## src/rtl/uppt_pkg.sv

```systemverilog
// constants, register map and state codes of the update pointer block manager
// assumes byte-addressed flash reads of little-endian 32-bit words
//
// What this block does
// - table header: magic 0x57713427, version 0 at 0x004, entry count at 0x008
// - at most 126 descriptors of 32 bytes, first at table offset 0x020
// - descriptor: name 0x00, start offset 0x10, length 0x18, flags 0x1C
// - flag bit 0 marks system partition, bit 1 marks read-only
// - each table or pointer block copy is 4 K content plus 28 K padding
// - pointer block begins with magic 0x57789609 and header size 0x18
// - pointer block size field at 0x08 holds 4096, then a reserved word
// - slot array offset at 0x10, slot count at 0x14
// - slots are 8 bytes; last slot has highest priority
// - up to 508 slots, count taken from the header field
// - images are tried in priority order until one succeeds or all fail
// - all ones means unused, all zeros cancelled, anything else an address
// - a pointer block header is checked before the block is used
// - when no listed image loads, fallback_out is raised; no load of a fallback image is requested
package uppt_pkg;

  localparam logic [31:0] UPPT_PT_MAGIC = 32'h57713427;
  localparam logic [31:0] UPPT_PT_VERSION = 32'h00000000;
  localparam logic [31:0] UPPT_PT_MAX_DESC = 32'h0000007e;
  localparam logic [31:0] UPPT_PT_DESC0 = 32'h00000020;
  localparam int UPPT_DESC_SHIFT = 5;
  localparam logic [31:0] UPPT_DESC_START = 32'h00000010;
  localparam int UPPT_FLAG_SYSTEM = 0;
  localparam int UPPT_FLAG_RDONLY = 1;
  localparam logic [31:0] UPPT_COPY_STRIDE = 32'h00008000;

  localparam logic [31:0] UPPT_CPB_MAGIC = 32'h57789609;
  localparam logic [31:0] UPPT_CPB_HDR_SIZE = 32'h00000018;
  localparam logic [31:0] UPPT_CPB_SIZE = 32'h00001000;
  localparam logic [31:0] UPPT_CPB_MAX_SLOTS = 32'h000001fc;
  localparam int UPPT_SLOT_SHIFT = 3;

  // words fetched per step
  localparam logic [2:0] UPPT_N_PT = 3'h3;
  localparam logic [2:0] UPPT_N_DESC = 3'h4;
  localparam logic [2:0] UPPT_N_CPB = 3'h6;
  localparam logic [2:0] UPPT_N_SLOT = 3'h2;

  // register byte offsets
  localparam logic [7:0] UPPT_REG_CTRL = 8'h00;
  localparam logic [7:0] UPPT_REG_PT_BASE = 8'h04;
  localparam logic [7:0] UPPT_REG_DESC_IDX = 8'h08;
  localparam logic [7:0] UPPT_REG_STATUS = 8'h0c;
  localparam logic [7:0] UPPT_REG_SLOT = 8'h10;
  localparam logic [7:0] UPPT_REG_IMG_LO = 8'h14;
  localparam logic [7:0] UPPT_REG_IMG_HI = 8'h18;
  localparam logic [7:0] UPPT_REG_TRIES = 8'h1c;

  localparam logic [31:0] UPPT_PT_BASE_RST = 32'h00000000;
  localparam logic [6:0] UPPT_DESC_IDX_RST = 7'h04;

  typedef enum logic [2:0] {
    UPPT_IDLE = 3'b000,
    UPPT_PT_HDR = 3'b001,
    UPPT_DESC = 3'b011,
    UPPT_CPB_HDR = 3'b010,
    UPPT_SLOT = 3'b110,
    UPPT_LOAD = 3'b111,
    UPPT_DONE = 3'b101,
    UPPT_FALLBACK = 3'b100
  } uppt_state_t;

endpackage

```

## src/rtl/uppt_manager.sv

```systemverilog
// boot-side walker of the update pointer block
// assumes a same-clock flash word reader and image loader handshake
//
// Our own choices: the address-and-strobe port and the register offsets.
`timescale 1ns/1ps
`default_nettype none
module uppt_manager
  import uppt_pkg::*;
(
  input wire logic clk_in,
  input wire logic nrst_in,
  input wire logic [7:0] reg_addr_in,
  input wire logic [31:0] reg_wdata_in,
  input wire logic reg_wr_in,
  input wire logic reg_rd_in,
  output logic [31:0] reg_rdata_out,
  output logic flash_req_out,
  output logic [31:0] flash_addr_out,
  input wire logic flash_ack_in,
  input wire logic [31:0] flash_data_in,
  output logic load_req_out,
  output logic [63:0] load_addr_out,
  input wire logic load_done_in,
  input wire logic load_ok_in,
  output logic fallback_out,
  output logic busy_out
);

  ////////////////////////////////////////////////////////////////////////////
  // state and storage

  uppt_state_t state;
  logic phase;
  logic use_backup;
  logic [31:0] pt_base;
  logic [6:0] desc_idx;
  logic [31:0] cpb_base;
  logic [31:0] slot_off;
  logic [8:0] slot;
  logic [15:0] tries;
  logic done_flag;
  logic pt_bad;
  logic cpb_bad_a;
  logic cpb_bad_b;
  logic [2:0] wcnt;
  logic [5:0][31:0] words;

  ////////////////////////////////////////////////////////////////////////////
  // decode

  logic wr_ctrl;
  logic start;
  logic active;
  logic launch;
  logic fetched;
  logic [31:0] fetch_base;
  logic [2:0] fetch_n;
  logic [6:0] sel_idx;
  logic [31:0] desc_addr;
  logic [31:0] desc_flags;
  logic desc_ok;
  logic pt_ok;
  logic cpb_ok;
  logic slot_valid;
  logic [31:0] slot_cnt_m1;
  logic last_slot;

  assign wr_ctrl = reg_wr_in && (reg_addr_in == UPPT_REG_CTRL);
  assign active = (state != UPPT_IDLE) && (state != UPPT_DONE) && (state != UPPT_FALLBACK);
  assign start = wr_ctrl && reg_wdata_in[0] && !active;
  assign launch = !phase && ((state == UPPT_PT_HDR) || (state == UPPT_DESC)
    || (state == UPPT_CPB_HDR) || (state == UPPT_SLOT));
  assign fetched = phase && !flash_req_out;

  // backup copy has the descriptor after the primary
  assign sel_idx = desc_idx + {6'h00, use_backup};
  assign desc_addr = pt_base + UPPT_PT_DESC0 + ({25'h0000000, sel_idx} << UPPT_DESC_SHIFT)
    + UPPT_DESC_START;
  assign desc_flags = words[3];
  assign desc_ok = desc_flags[UPPT_FLAG_SYSTEM] && !desc_flags[UPPT_FLAG_RDONLY];

  assign fetch_base = (state == UPPT_PT_HDR) ? pt_base
    : (state == UPPT_DESC) ? desc_addr
    : (state == UPPT_CPB_HDR) ? cpb_base
    : cpb_base + slot_off + ({23'h000000, slot} << UPPT_SLOT_SHIFT);
  assign fetch_n = (state == UPPT_PT_HDR) ? UPPT_N_PT
    : (state == UPPT_DESC) ? UPPT_N_DESC
    : (state == UPPT_CPB_HDR) ? UPPT_N_CPB
    : UPPT_N_SLOT;

  assign slot_cnt_m1 = words[5] - 32'h1;
  assign last_slot = (slot == 9'h000);

  ////////////////////////////////////////////////////////////////////////////
  // checkers

  uppt_hdr_check u_hdr (
    .words_in(words),
    .desc_idx_in(desc_idx),
    .pt_ok_out(pt_ok),
    .cpb_ok_out(cpb_ok)
  );

  uppt_slot_class u_slot (
    .slot_in({words[1], words[0]}),
    .unused_out(),
    .cancelled_out(),
    .valid_out(slot_valid)
  );

  ////////////////////////////////////////////////////////////////////////////
  // flash word fetch

  always_ff @(posedge clk_in or negedge nrst_in)
  begin
    if (!nrst_in)
    begin
      flash_req_out <= 1'b0;
      flash_addr_out <= 32'h00000000;
      wcnt <= 3'h0;
      words <= '0;
    end
    else if (launch)
    begin
      flash_req_out <= 1'b1;
      flash_addr_out <= fetch_base;
      wcnt <= 3'h0;
    end
    else if (flash_req_out && flash_ack_in)
    begin
      words[wcnt] <= flash_data_in;
      flash_addr_out <= flash_addr_out + 32'h4;
      wcnt <= wcnt + 3'h1;
      if (wcnt == fetch_n - 3'h1)
      begin
        flash_req_out <= 1'b0;
      end
    end
  end

  ////////////////////////////////////////////////////////////////////////////
  // walk sequence

  always_ff @(posedge clk_in or negedge nrst_in)
  begin
    if (!nrst_in)
    begin
      state <= UPPT_IDLE;
      phase <= 1'b0;
      use_backup <= 1'b0;
      cpb_base <= 32'h00000000;
      slot_off <= 32'h00000000;
      slot <= 9'h000;
      tries <= 16'h0000;
      pt_bad <= 1'b0;
      cpb_bad_a <= 1'b0;
      cpb_bad_b <= 1'b0;
      load_req_out <= 1'b0;
      load_addr_out <= 64'h0000000000000000;
      fallback_out <= 1'b0;
    end
    else if (start)
    begin
      state <= UPPT_PT_HDR;
      phase <= 1'b0;
      use_backup <= 1'b0;
      tries <= 16'h0000;
      pt_bad <= 1'b0;
      cpb_bad_a <= 1'b0;
      cpb_bad_b <= 1'b0;
      fallback_out <= 1'b0;
    end
    else
    begin
      if (launch)
      begin
        phase <= 1'b1;
      end
      unique case (state)
        UPPT_IDLE, UPPT_DONE:
        begin
        end
        UPPT_FALLBACK:
        begin
          fallback_out <= 1'b1;
        end
        UPPT_PT_HDR:
        begin
          if (fetched)
          begin
            phase <= 1'b0;
            pt_bad <= !pt_ok;
            state <= pt_ok ? UPPT_DESC : UPPT_FALLBACK;
          end
        end
        UPPT_DESC:
        begin
          if (fetched)
          begin
            phase <= 1'b0;
            cpb_base <= words[0];
            if (desc_ok)
            begin
              state <= UPPT_CPB_HDR;
            end
            else if (!use_backup)
            begin
              cpb_bad_a <= 1'b1;
              use_backup <= 1'b1;
            end
            else
            begin
              cpb_bad_b <= 1'b1;
              state <= UPPT_FALLBACK;
            end
          end
        end
        UPPT_CPB_HDR:
        begin
          if (fetched)
          begin
            phase <= 1'b0;
            slot_off <= words[4];
            slot <= slot_cnt_m1[8:0];
            if (cpb_ok && (words[5] != 32'h0))
            begin
              state <= UPPT_SLOT;
            end
            else if (!use_backup)
            begin
              cpb_bad_a <= !cpb_ok;
              use_backup <= !cpb_ok;
              state <= cpb_ok ? UPPT_FALLBACK : UPPT_DESC;
            end
            else
            begin
              cpb_bad_b <= !cpb_ok;
              state <= UPPT_FALLBACK;
            end
          end
        end
        UPPT_SLOT:
        begin
          if (fetched)
          begin
            phase <= 1'b0;
            if (slot_valid)
            begin
              load_addr_out <= {words[1], words[0]};
              load_req_out <= 1'b1;
              tries <= tries + 16'h1;
              state <= UPPT_LOAD;
            end
            else if (last_slot)
            begin
              state <= UPPT_FALLBACK;
            end
            else
            begin
              slot <= slot - 9'h1;
            end
          end
        end
        UPPT_LOAD:
        begin
          if (load_done_in)
          begin
            load_req_out <= 1'b0;
            if (load_ok_in)
            begin
              state <= UPPT_DONE;
            end
            else if (last_slot)
            begin
              state <= UPPT_FALLBACK;
            end
            else
            begin
              slot <= slot - 9'h1;
              state <= UPPT_SLOT;
            end
          end
        end
      endcase
    end
  end

  ////////////////////////////////////////////////////////////////////////////
  // registers

  logic [31:0] status_word;
  logic [31:0] rd_mux;

  always_ff @(posedge clk_in or negedge nrst_in)
  begin
    if (!nrst_in)
    begin
      pt_base <= UPPT_PT_BASE_RST;
      desc_idx <= UPPT_DESC_IDX_RST;
    end
    else if (reg_wr_in && !active)
    begin
      if (reg_addr_in == UPPT_REG_PT_BASE)
      begin
        pt_base <= reg_wdata_in;
      end
      if (reg_addr_in == UPPT_REG_DESC_IDX)
      begin
        desc_idx <= reg_wdata_in[6:0];
      end
    end
  end

  // done follows the end states; a start leaves the end state, so its clear goes first
  always_ff @(posedge clk_in or negedge nrst_in)
  begin
    if (!nrst_in)
    begin
      done_flag <= 1'b0;
      busy_out <= 1'b0;
    end
    else
    begin
      busy_out <= start || (active && (state != UPPT_IDLE) && !(fetched && !phase));
      if (start)
      begin
        done_flag <= 1'b0;
      end
      else if ((state == UPPT_DONE) || (state == UPPT_FALLBACK))
      begin
        done_flag <= 1'b1;
      end
    end
  end

  assign status_word = {20'h00000, cpb_bad_b, cpb_bad_a, pt_bad, use_backup,
    fallback_out, done_flag, active, state, 2'h0};
  assign rd_mux = (reg_addr_in == UPPT_REG_CTRL) ? 32'h00000000
    : (reg_addr_in == UPPT_REG_PT_BASE) ? pt_base
    : (reg_addr_in == UPPT_REG_DESC_IDX) ? {25'h0000000, desc_idx}
    : (reg_addr_in == UPPT_REG_STATUS) ? status_word
    : (reg_addr_in == UPPT_REG_SLOT) ? {23'h000000, slot}
    : (reg_addr_in == UPPT_REG_IMG_LO) ? load_addr_out[31:0]
    : (reg_addr_in == UPPT_REG_IMG_HI) ? load_addr_out[63:32]
    : (reg_addr_in == UPPT_REG_TRIES) ? {16'h0000, tries}
    : 32'h00000000;

  always_ff @(posedge clk_in or negedge nrst_in)
  begin
    if (!nrst_in)
    begin
      reg_rdata_out <= 32'h00000000;
    end
    else
    begin
      reg_rdata_out <= reg_rd_in ? rd_mux : 32'h00000000;
    end
  end

endmodule // uppt_manager
`default_nettype wire

```

## src/rtl/uppt_hdr_check.sv

```systemverilog
// header checks for the partition table and pointer block
// assumes words holds the first six little-endian header words
`timescale 1ns/1ps
`default_nettype none
module uppt_hdr_check
  import uppt_pkg::*;
(
  input wire logic [5:0][31:0] words_in,
  input wire logic [6:0] desc_idx_in,
  output logic pt_ok_out,
  output logic cpb_ok_out
);

  logic [31:0] slot_end;
  logic [31:0] idx_wide;

  assign idx_wide = {25'h0000000, desc_idx_in};
  // table header and descriptor range
  assign pt_ok_out = (words_in[0] == UPPT_PT_MAGIC) && (words_in[1] == UPPT_PT_VERSION)
    && (words_in[2] <= UPPT_PT_MAX_DESC) && (idx_wide + 32'h1 < words_in[2]);

  // slot array must fit inside the block
  assign slot_end = words_in[4] + (words_in[5] << UPPT_SLOT_SHIFT);
  assign cpb_ok_out = (words_in[0] == UPPT_CPB_MAGIC) && (words_in[1] == UPPT_CPB_HDR_SIZE)
    && (words_in[2] == UPPT_CPB_SIZE)
    && (words_in[4] >= UPPT_CPB_HDR_SIZE) && (words_in[4][2:0] == 3'h0) && (slot_end <= UPPT_CPB_SIZE)
    && (words_in[5] <= UPPT_CPB_MAX_SLOTS);

endmodule // uppt_hdr_check
`default_nettype wire

```

## src/rtl/uppt_slot_class.sv

```systemverilog
// sorts one 8-byte slot into unused, cancelled or image address
// assumes erased flash reads as all ones
`timescale 1ns/1ps
`default_nettype none
module uppt_slot_class (
  input wire logic [63:0] slot_in,
  output logic unused_out,
  output logic cancelled_out,
  output logic valid_out
);

  assign unused_out = &slot_in;
  assign cancelled_out = ~|slot_in;
  assign valid_out = !unused_out && !cancelled_out;

endmodule // uppt_slot_class
`default_nettype wire

```

## config.mk

```make
export PLATFORM = sky130hd
export DESIGN_NAME = uppt_manager
export DESIGN_NICKNAME = d
export VERILOG_FILES = /design/src/rtl/uppt_pkg.sv /design/src/rtl/uppt_manager.sv /design/src/rtl/uppt_hdr_check.sv /design/src/rtl/uppt_slot_class.sv
export SDC_FILE = /design/constraint.sdc
export NUM_CORES = 1
export LEC_CHECK = 0
export BUFFER_PORTS_ARGS = -buffer_cell sky130_fd_sc_hd__buf_2
export CAP_MARGIN = 25
export CORE_MARGIN = 8
export CORE_UTILIZATION = 60
export DETAILED_ROUTE_END_ITERATION = 7
export HOLD_SLACK_MARGIN = 0.15
export MAX_ROUTING_LAYER = met4
export PLACE_DENSITY = 0.8
export SLEW_MARGIN = 10
export SYNTH_ARGS = -nofsm -noshare
export SYNTH_HDL_FRONTEND = slang
export SYNTH_SLANG_ARGS = --single-unit
```

## constraint.sdc

```tcl
create_clock -name clk_in -period 10.5 [get_ports clk_in]
set_clock_uncertainty 0.05 [all_clocks]
set_input_delay 0.525 -clock clk_in [delete_from_list [all_inputs] [get_ports clk_in]]
set_output_delay 0.525 -clock clk_in [all_outputs]
set_load 0.005 [all_outputs]
```

==> results of run 1 <==
[metrics by stage]
step	hold WS [ns]	util	power, W	cell area (µm²)
final	0.180	0.696	0.00846	27700
after global routing	0.189	0.696	0.00885	27700
after CTS	0.164	0.694	0.00831	27600
after detailed placement	0.433	0.648	0.00665	25800
after global placement	0.428	0.648	0.00652	25800
after floorplan	0.179	-	0.00528	24300
[repair_timing]
action	in CTS	in global routing
endpoints found under the hold margin	96	0
hold buffers	32	0
setup buffers	0	0
[layout make-up]
type | count | area [µm²]
sequential | 434 | 10900
timing repair buffer | 272 | 1660
clock buffer | 55 | 1190
clock inverter | 25 | 305
antenna | 4 | 10.0
fill | 2888 | 12100
multi-input combinational | 1682 | 12900
inverter | 42 | 158
tap | 525 | 657
[cell usage in the layout, fill, tap and decap left out, drive strengths merged, types with 15 or more instances in the layout]
| cell type | synthesis | routed |
|---|---|---|
| a21o | 40 | 40 |
| o21ai | 99 | 99 |
| nand4 | 53 | 53 |
| nor2 | 147 | 147 |
| a21oi | 135 | 135 |
| ha | 109 | 109 |
| clkbuf | 94 | 56 |
| a211oi | 20 | 20 |
| xnor2 | 48 | 48 |
| a222oi | 18 | 18 |
| o211ai | 25 | 25 |
| dlygate4sd3 | 0 | 32 |
| dfrtp | 433 | 433 |
| inv | 42 | 43 |
| buf | 11 | 239 |
| a31oi | 15 | 15 |
| nand2 | 149 | 149 |
| a22oi | 18 | 18 |
| xor2 | 56 | 56 |
| nor3 | 52 | 52 |
| nand3 | 54 | 54 |
| and3 | 24 | 24 |
| nor4 | 52 | 52 |
| mux2 | 330 | 330 |
[kinds of logic after synthesis]
family          Yosys count  synth area share
buf+inv                 147            0.0228
compound gates          479             0.129
mux                     351             0.167
fa+ha+maj               121            0.0661
flops                   434             0.448
xor+xnor                104            0.0376
simple gates            627             0.130
[where the power goes]
| group | switching, W | internal [W] |
|---|---|---|
| clock | 0.000723 | 0.000918 |
| combinational | 0.00200 | 0.00158 |
| sequential | 0.000977 | 0.00225 |
[cell usage after synthesis (all sizes together) (4+ instances only)]
library cell | n | area (µm²)
o211ai | 25 | 188
nor3 | 52 | 260
or3 | 13 | 81.3
a22oi | 18 | 135
dfrtp | 433 | 10800
nor4 | 52 | 353
and2 | 12 | 75.1
o21a | 10 | 75.1
o21bai | 12 | 90.1
xnor2 | 48 | 420
o31ai | 12 | 90.1
mux2 | 330 | 3720
o22ai | 10 | 62.6
nor4b | 5 | 43.8
inv | 42 | 158
and4 | 8 | 70.1
nand2 | 149 | 559
buf | 11 | 42.5
nand2b | 9 | 56.3
and3 | 24 | 150
fa | 12 | 240
mux4 | 9 | 203
a31oi | 15 | 93.8
a222oi | 18 | 180
nand3 | 54 | 270
a211oi | 20 | 155
a2111oi | 9 | 80.1
ha | 109 | 1360
a221oi | 11 | 96.3
a21oi | 135 | 676
nor2b | 14 | 87.6
o21ai | 99 | 495
o2111ai | 4 | 35.0
xor2 | 56 | 490
or4 | 8 | 63.8
clkbuf | 94 | 353
a21o | 40 | 300
o31a | 5 | 43.8
nor3b | 7 | 52.6
mux2i | 12 | 120
or2 | 9 | 56.3
nand4 | 53 | 332
nor2 | 147 | 552
[path summary, 6_finish.rpt]
check,endpoint,startpoint
hold reg to reg,flash_addr_out[1],flash_addr_out[1]
setup / recovery,tries[15],state[2]
max in group asynchronous,load_addr_out[36],nrst_in
min in group asynchronous,words[162],nrst_in
setup reg to reg,tries[15],state[2]
hold / removal,words[23],flash_data_in[23]
[flip-flops by register name, summed over array words and instances (netlist names), 3 cells and up]
signal / count
state: 3
tries: 16
pt_base: 32
load_addr_out: 64
wcnt: 3
slot: 9
slot_off: 32
reg_rdata_out: 32
desc_idx: 7
words: 160
flash_addr_out: 32
cpb_base: 32
[worst max-delay path, stage by stage (launching register included)]
cell and delay, ns:
dfrtp_1 0.72, nand2b_1 0.72, and3_1 0.50, and4_1 0.26
nor3_1 0.32, and4_2 0.26, buf_4 0.69, or2_2 0.26
nand4_1 0.27, nor2_1 0.34, nand4_1 0.15, xor2_1 0.14
nor2_1 0.05
[metal layers]
layer,share of wire,vias to the layer above,global-route usage
met2,0.44,1275,0.546
met4,0.067,0,0.206
met5,0,-,-
li1,-,8858,-
met3,0.10,296,0.0731
met1,0.39,10283,0.470
==> flow_summary.json, run 1 <==
{
  "status": "finished clean",
  "hold_path.class": "input pin to flip-flop",
  "ios": 211,
  "yosys_register_bits": 434,
  "gp_congestion": 1.05,
  "cts_max_level": 2,
  "required_ns": 10.92,
  "rows": 73,
  "syn_area_um2": 24300,
  "path_class": "flip-flop to flip-flop",
  "leakagePower_nw": 12.9,
  "coreArea_um2": 39800,
  "nNetsFinal": 2676,
  "routedWlPerCell_um": 28.4,
  "cts_made_buffers": 44,
  "clk_pin_slew_ns": 0.07,
  "whs_path_depth": 2,
  "drive_gt1_frac": 0.271,
  "grt_max_degree": 187,
  "maxSlewHeadroom": 0.255,
  "final_cells": 3039,
  "fin_crit_ns": 4.92,
  "finalCritPeriodShare": 0.469,
  "die_area_um2": 47100,
  "reg2reg_depth": 12,
  "rrSetupSlack_ns": 5.58,
  "end_kind": "flip-flop",
  "ctsResizeCount": 0,
  "rsz0062_at_grt": "no",
  "synth_top_flop_cell": "dfrtp_1",
  "tightest_slew_ns": 1.12,
  "grt_pass1_vias": 19995,
  "dp_slack_ns": 5.69,
  "synth.net_count": 2463,
  "worstSetupStartpointType": "flip-flop",
  "wirelength_um": 86300,
  "insertion_delay_ns": 0.62,
  "port_buffers": 210,
  "synth_edf_count": 0,
  "ant_nets": 0,
  "async_flop_share": 1.00,
  "irDropWorstVdd_v": 0.000253,
  "vias": 20712,
  "place_inst": 2920,
  "powerDensity_nw_per_um2": 305,
  "cts_root_buffer": "clkbuf_16",
  "finalSetupViolations": 0,
  "max_freq_ghz": 0.203,
  "arrival_ns": 5.34,
  "drtPass1Iterations": 6,
  "route.detailed.drc": 0,
  "setup_tns_ns": 0,
  "die_h_um": 217,
  "drv_slew": 0,
  "cts_tree": "yes",
  "synthToLayoutAreaGrowth_pct": 14.2,
  "grt-ovfl-total": 0,
  "syn_avg_cell_area_um2": 10.7,
  "crit_fanout": 72,
  "die_w_um": 217,
  "drtIter0Drc": 2730,
  "synth_warnings": 0,
  "hpwl_um": 63400,
  "initial_core_util": 0.609,
  "drv_cap": 0,
  "fin_ws_ns": 5.58,
  "cts_sinks": 434,
  "synthDistinctLibCells": 79,
  "ys_seq_area_frac": 0.448,
  "vias_per_cell": 6.82,
  "clockBufferDepth": 3,
  "antenna_found_initial": 4,
  "grt_pass1_wl_um": 129000,
  "hold_viol": 0,
  "synthCells": 2263,
  "track_usage": 0.368
}
(Power assumes the default switching activity.)
==> run 2, diff against run 1 <==
Clock period 10.5 ns to 4.6 ns, I/O delays scaled along.
==> run 2 against run 1 <==
Against the previous run:
- the run now ends with DRC left
- sequential cell count is the same
- combinational power up 140%
- setup slack got worse by 5.2 ns
- die area is the same
- first-iteration DRC count is 8.5% higher
- sequential power is 120% higher
- utilization rose by 1.9 points
- register-to-register slack worse by 5.2 ns
- worst hold slack improved by 0.054 ns
- sequential share of layout area fell by 1.0 points
- critical path type unchanged
- critical endpoint is now flash_addr_out[19]
- highest routed layer unchanged
==> flow_summary.json, run 2 (synthesized netlist as in run 1, its figures left out) <==
{
  "coreArea_um2": 39800,
  "gp_congestion": 1.02,
  "die_w_um": 217,
  "slowest_stage": "a211oi_1",
  "grt-ovfl-total": 0,
  "final_cell_mix": "dfrtp_1 (433), mux2_2 (330), buf_2 (209)",
  "powerDensity_nw_per_um2": 696,
  "port_buffers": 210,
  "crit_family": "compound AO/OA/AOI/OAI gates",
  "cp_num_buf_inv": 1,
  "regMostFlops": "words",
  "p_sw_frac": 0.433,
  "routedWlPerCell_um": 28.9,
  "track_usage": 0.384,
  "placed_area_um2": 26000,
  "vias": 21183,
  "grt_pass1_wl_um": 134000,
  "mostFrequentLayoutCell": "dfrtp_1",
  "p_sw_w": 0.00858,
  "maxSlewHeadroom": 0.366,
  "ant_nets": 0,
  "cts_root_buffer": "clkbuf_16",
  "tightest_slew_ns": 0.947,
  "drive_gt1_frac": 0.278,
  "nNetsFinal": 2742,
  "cts_tree": "yes",
  "arrival_ns": 4.58,
  "worstSetupStartpointType": "flip-flop",
  "path_cells": "ha_1 -> ha_1 -> ha_1 -> inv_1 -> fa_1 -> nor2b_1 -> o21ai_0 -> a21boi_0 -> o21ai_0 -> a211oi_1 -> nand2_1 -> nor2_1 -> a21oi_1 -> a211oi_1 -> a21oi_1",
  "irDropWorstVdd_v": 0.000611,
  "route.detailed.drc": 15,
  "drtIter0Drc": 2962,
  "max_freq_ghz": 0.239,
  "hpwl_um": 64600,
  "failed_checks": "DRC",
  "vias_per_cell": 6.82,
  "path_class": "flip-flop to flip-flop",
  "antenna_found_initial": 3,
  "crit_fanout": 5,
  "hold_path.class": "input pin to asynchronous set/reset pin",
  "cpPeakStageDelay_ns": 0.65,
  "finalCritPeriodShare": 0.909,
  "status": "complete, but fails checks",
  "path_common_cell": "ha_1",
  "power_frac_clock": 0.204,
  "synthToLayoutAreaGrowth_pct": 17.3,
  "end_kind": "flip-flop",
  "die_h_um": 217,
  "clockBufferDepth": 3,
  "p_seq_frac": 0.364,
  "ios": 211,
  "final_cell_area_um2": 28500,
  "grt_max_degree": 87,
  "largest_reg_flops": 160,
  "drv_cap": 0,
  "total_power_w": 0.0198,
  "initial_core_util": 0.609,
  "timing.rr.end": "flash_addr_out[19]",
  "insertion_delay_ns": 0.61,
  "rows": 73,
  "p_comb_frac": 0.432,
  "reg2reg_from": "use_backup",
  "grt_pass1_vias": 20939,
  "die_area_um2": 47100,
  "cts_made_buffers": 46,
  "reg_top3": "words (160), load_addr_out (64)",
  "finalSetupViolations": 0,
  "clk_pin_slew_ns": 0.06,
  "drtPass1Iterations": 8,
  "wirelength_um": 89900,
  "reg2reg_depth": 15,
  "required_ns": 5.00,
  "cts_sinks": 434,
  "setup_tns_ns": 0,
  "internal_power_w": 0.0112,
  "cts_max_level": 2,
  "fin_crit_ns": 4.18,
  "hold_viol": 0,
  "rsz0062_at_grt": "no",
  "leakagePower_nw": 13.3,
  "drv_slew": 0,
  "rrSetupSlack_ns": 0.42
}
[run 2: per-stage QoR]
step | setup slack, ns | std cells | hold slack [ns] | util
finish | 0.419 | 3108 | 0.235 | 0.714
floorplan | 0.525 | 2263 | -0.116 | -
CTS | 0.360 | 3104 | 0.250 | 0.713
global route | 0.0628 | 3108 | 0.290 | 0.714
detailed placement | 0.390 | 2946 | 0.270 | 0.654
global placement | 0.448 | 2946 | 0.269 | 0.654
[run 2: how the worst max path moves through the flow]
stage / from / end / slack (ns) / cells past startpoint
floorplan: use_backup / flash_addr_out[31] / 0.52 / 15
global placement: use_backup / flash_addr_out[29] / 0.45 / 17
detailed placement: use_backup / flash_addr_out[29] / 0.39 / 17
CTS: use_backup / flash_addr_out[29] / 0.36 / 17
global route: use_backup / flash_addr_out[19] / 0.06 / 15
finish: use_backup / flash_addr_out[19] / 0.42 / 15
[run 2: final cells by class]
class,count,area [µm²]
Timing Repair Buffer,336,2230
Sequential cell,434,10900
Multi-Input combinational cell,1682,12900
Clock buffer,57,1270
Antenna cell,3,7.51
Inverter,42,158
Tap cell,525,657
Fill cell,2855,11400
Clock inverter,29,380
[run 2: timing repair]
| action | 4_1_cts | 5_1_grt |
|---|---|---|
| resized for setup | 0 | 2 |
| endpoints found under the hold margin | 289 | 0 |
| hold buffers | 72 | 0 |
| endpoints found under the setup margin | 0 | 2 |
| setup buffers | 0 | 0 |
[run 2: power by group through the flow]
stage | sequential [W] | clock, W | combinational, W
after CTS | 0.00706 | 0.00404 | 0.00835
final | 0.00721 | 0.00403 | 0.00857
after floorplan | 0.00619 | 0 | 0.00585
after global placement | 0.00700 | 0 | 0.00804
after detailed placement | 0.00709 | 0 | 0.00819
after global routing | 0.00728 | 0.00418 | 0.00924
[run 2: worst register-to-register path, cell delays in order, from the launching register on]
cell	delay, ns
dfrtp_1	0.38
ha_1	0.23
ha_1	0.28
ha_1	0.30
inv_1	0.06
fa_1	0.43
nor2b_1	0.15
o21ai_0	0.11
a21boi_0	0.24
o21ai_0	0.23
a211oi_1	0.65
nand2_1	0.19
nor2_1	0.17
a21oi_1	0.08
a211oi_1	0.42
a21oi_1	0.08
[run 2: metal layers]
| metal | vias to the layer above | GRT usage | wire [µm] |
|---|---|---|---|
| met3 | 352 | 0.0931 | 9300 |
| li1 | 9021 | - | - |
| met2 | 1358 | 0.569 | 40200 |
| met1 | 10452 | 0.474 | 34000 |
| met5 | - | - | 0 |
| met4 | 0 | 0.234 | 6460 |
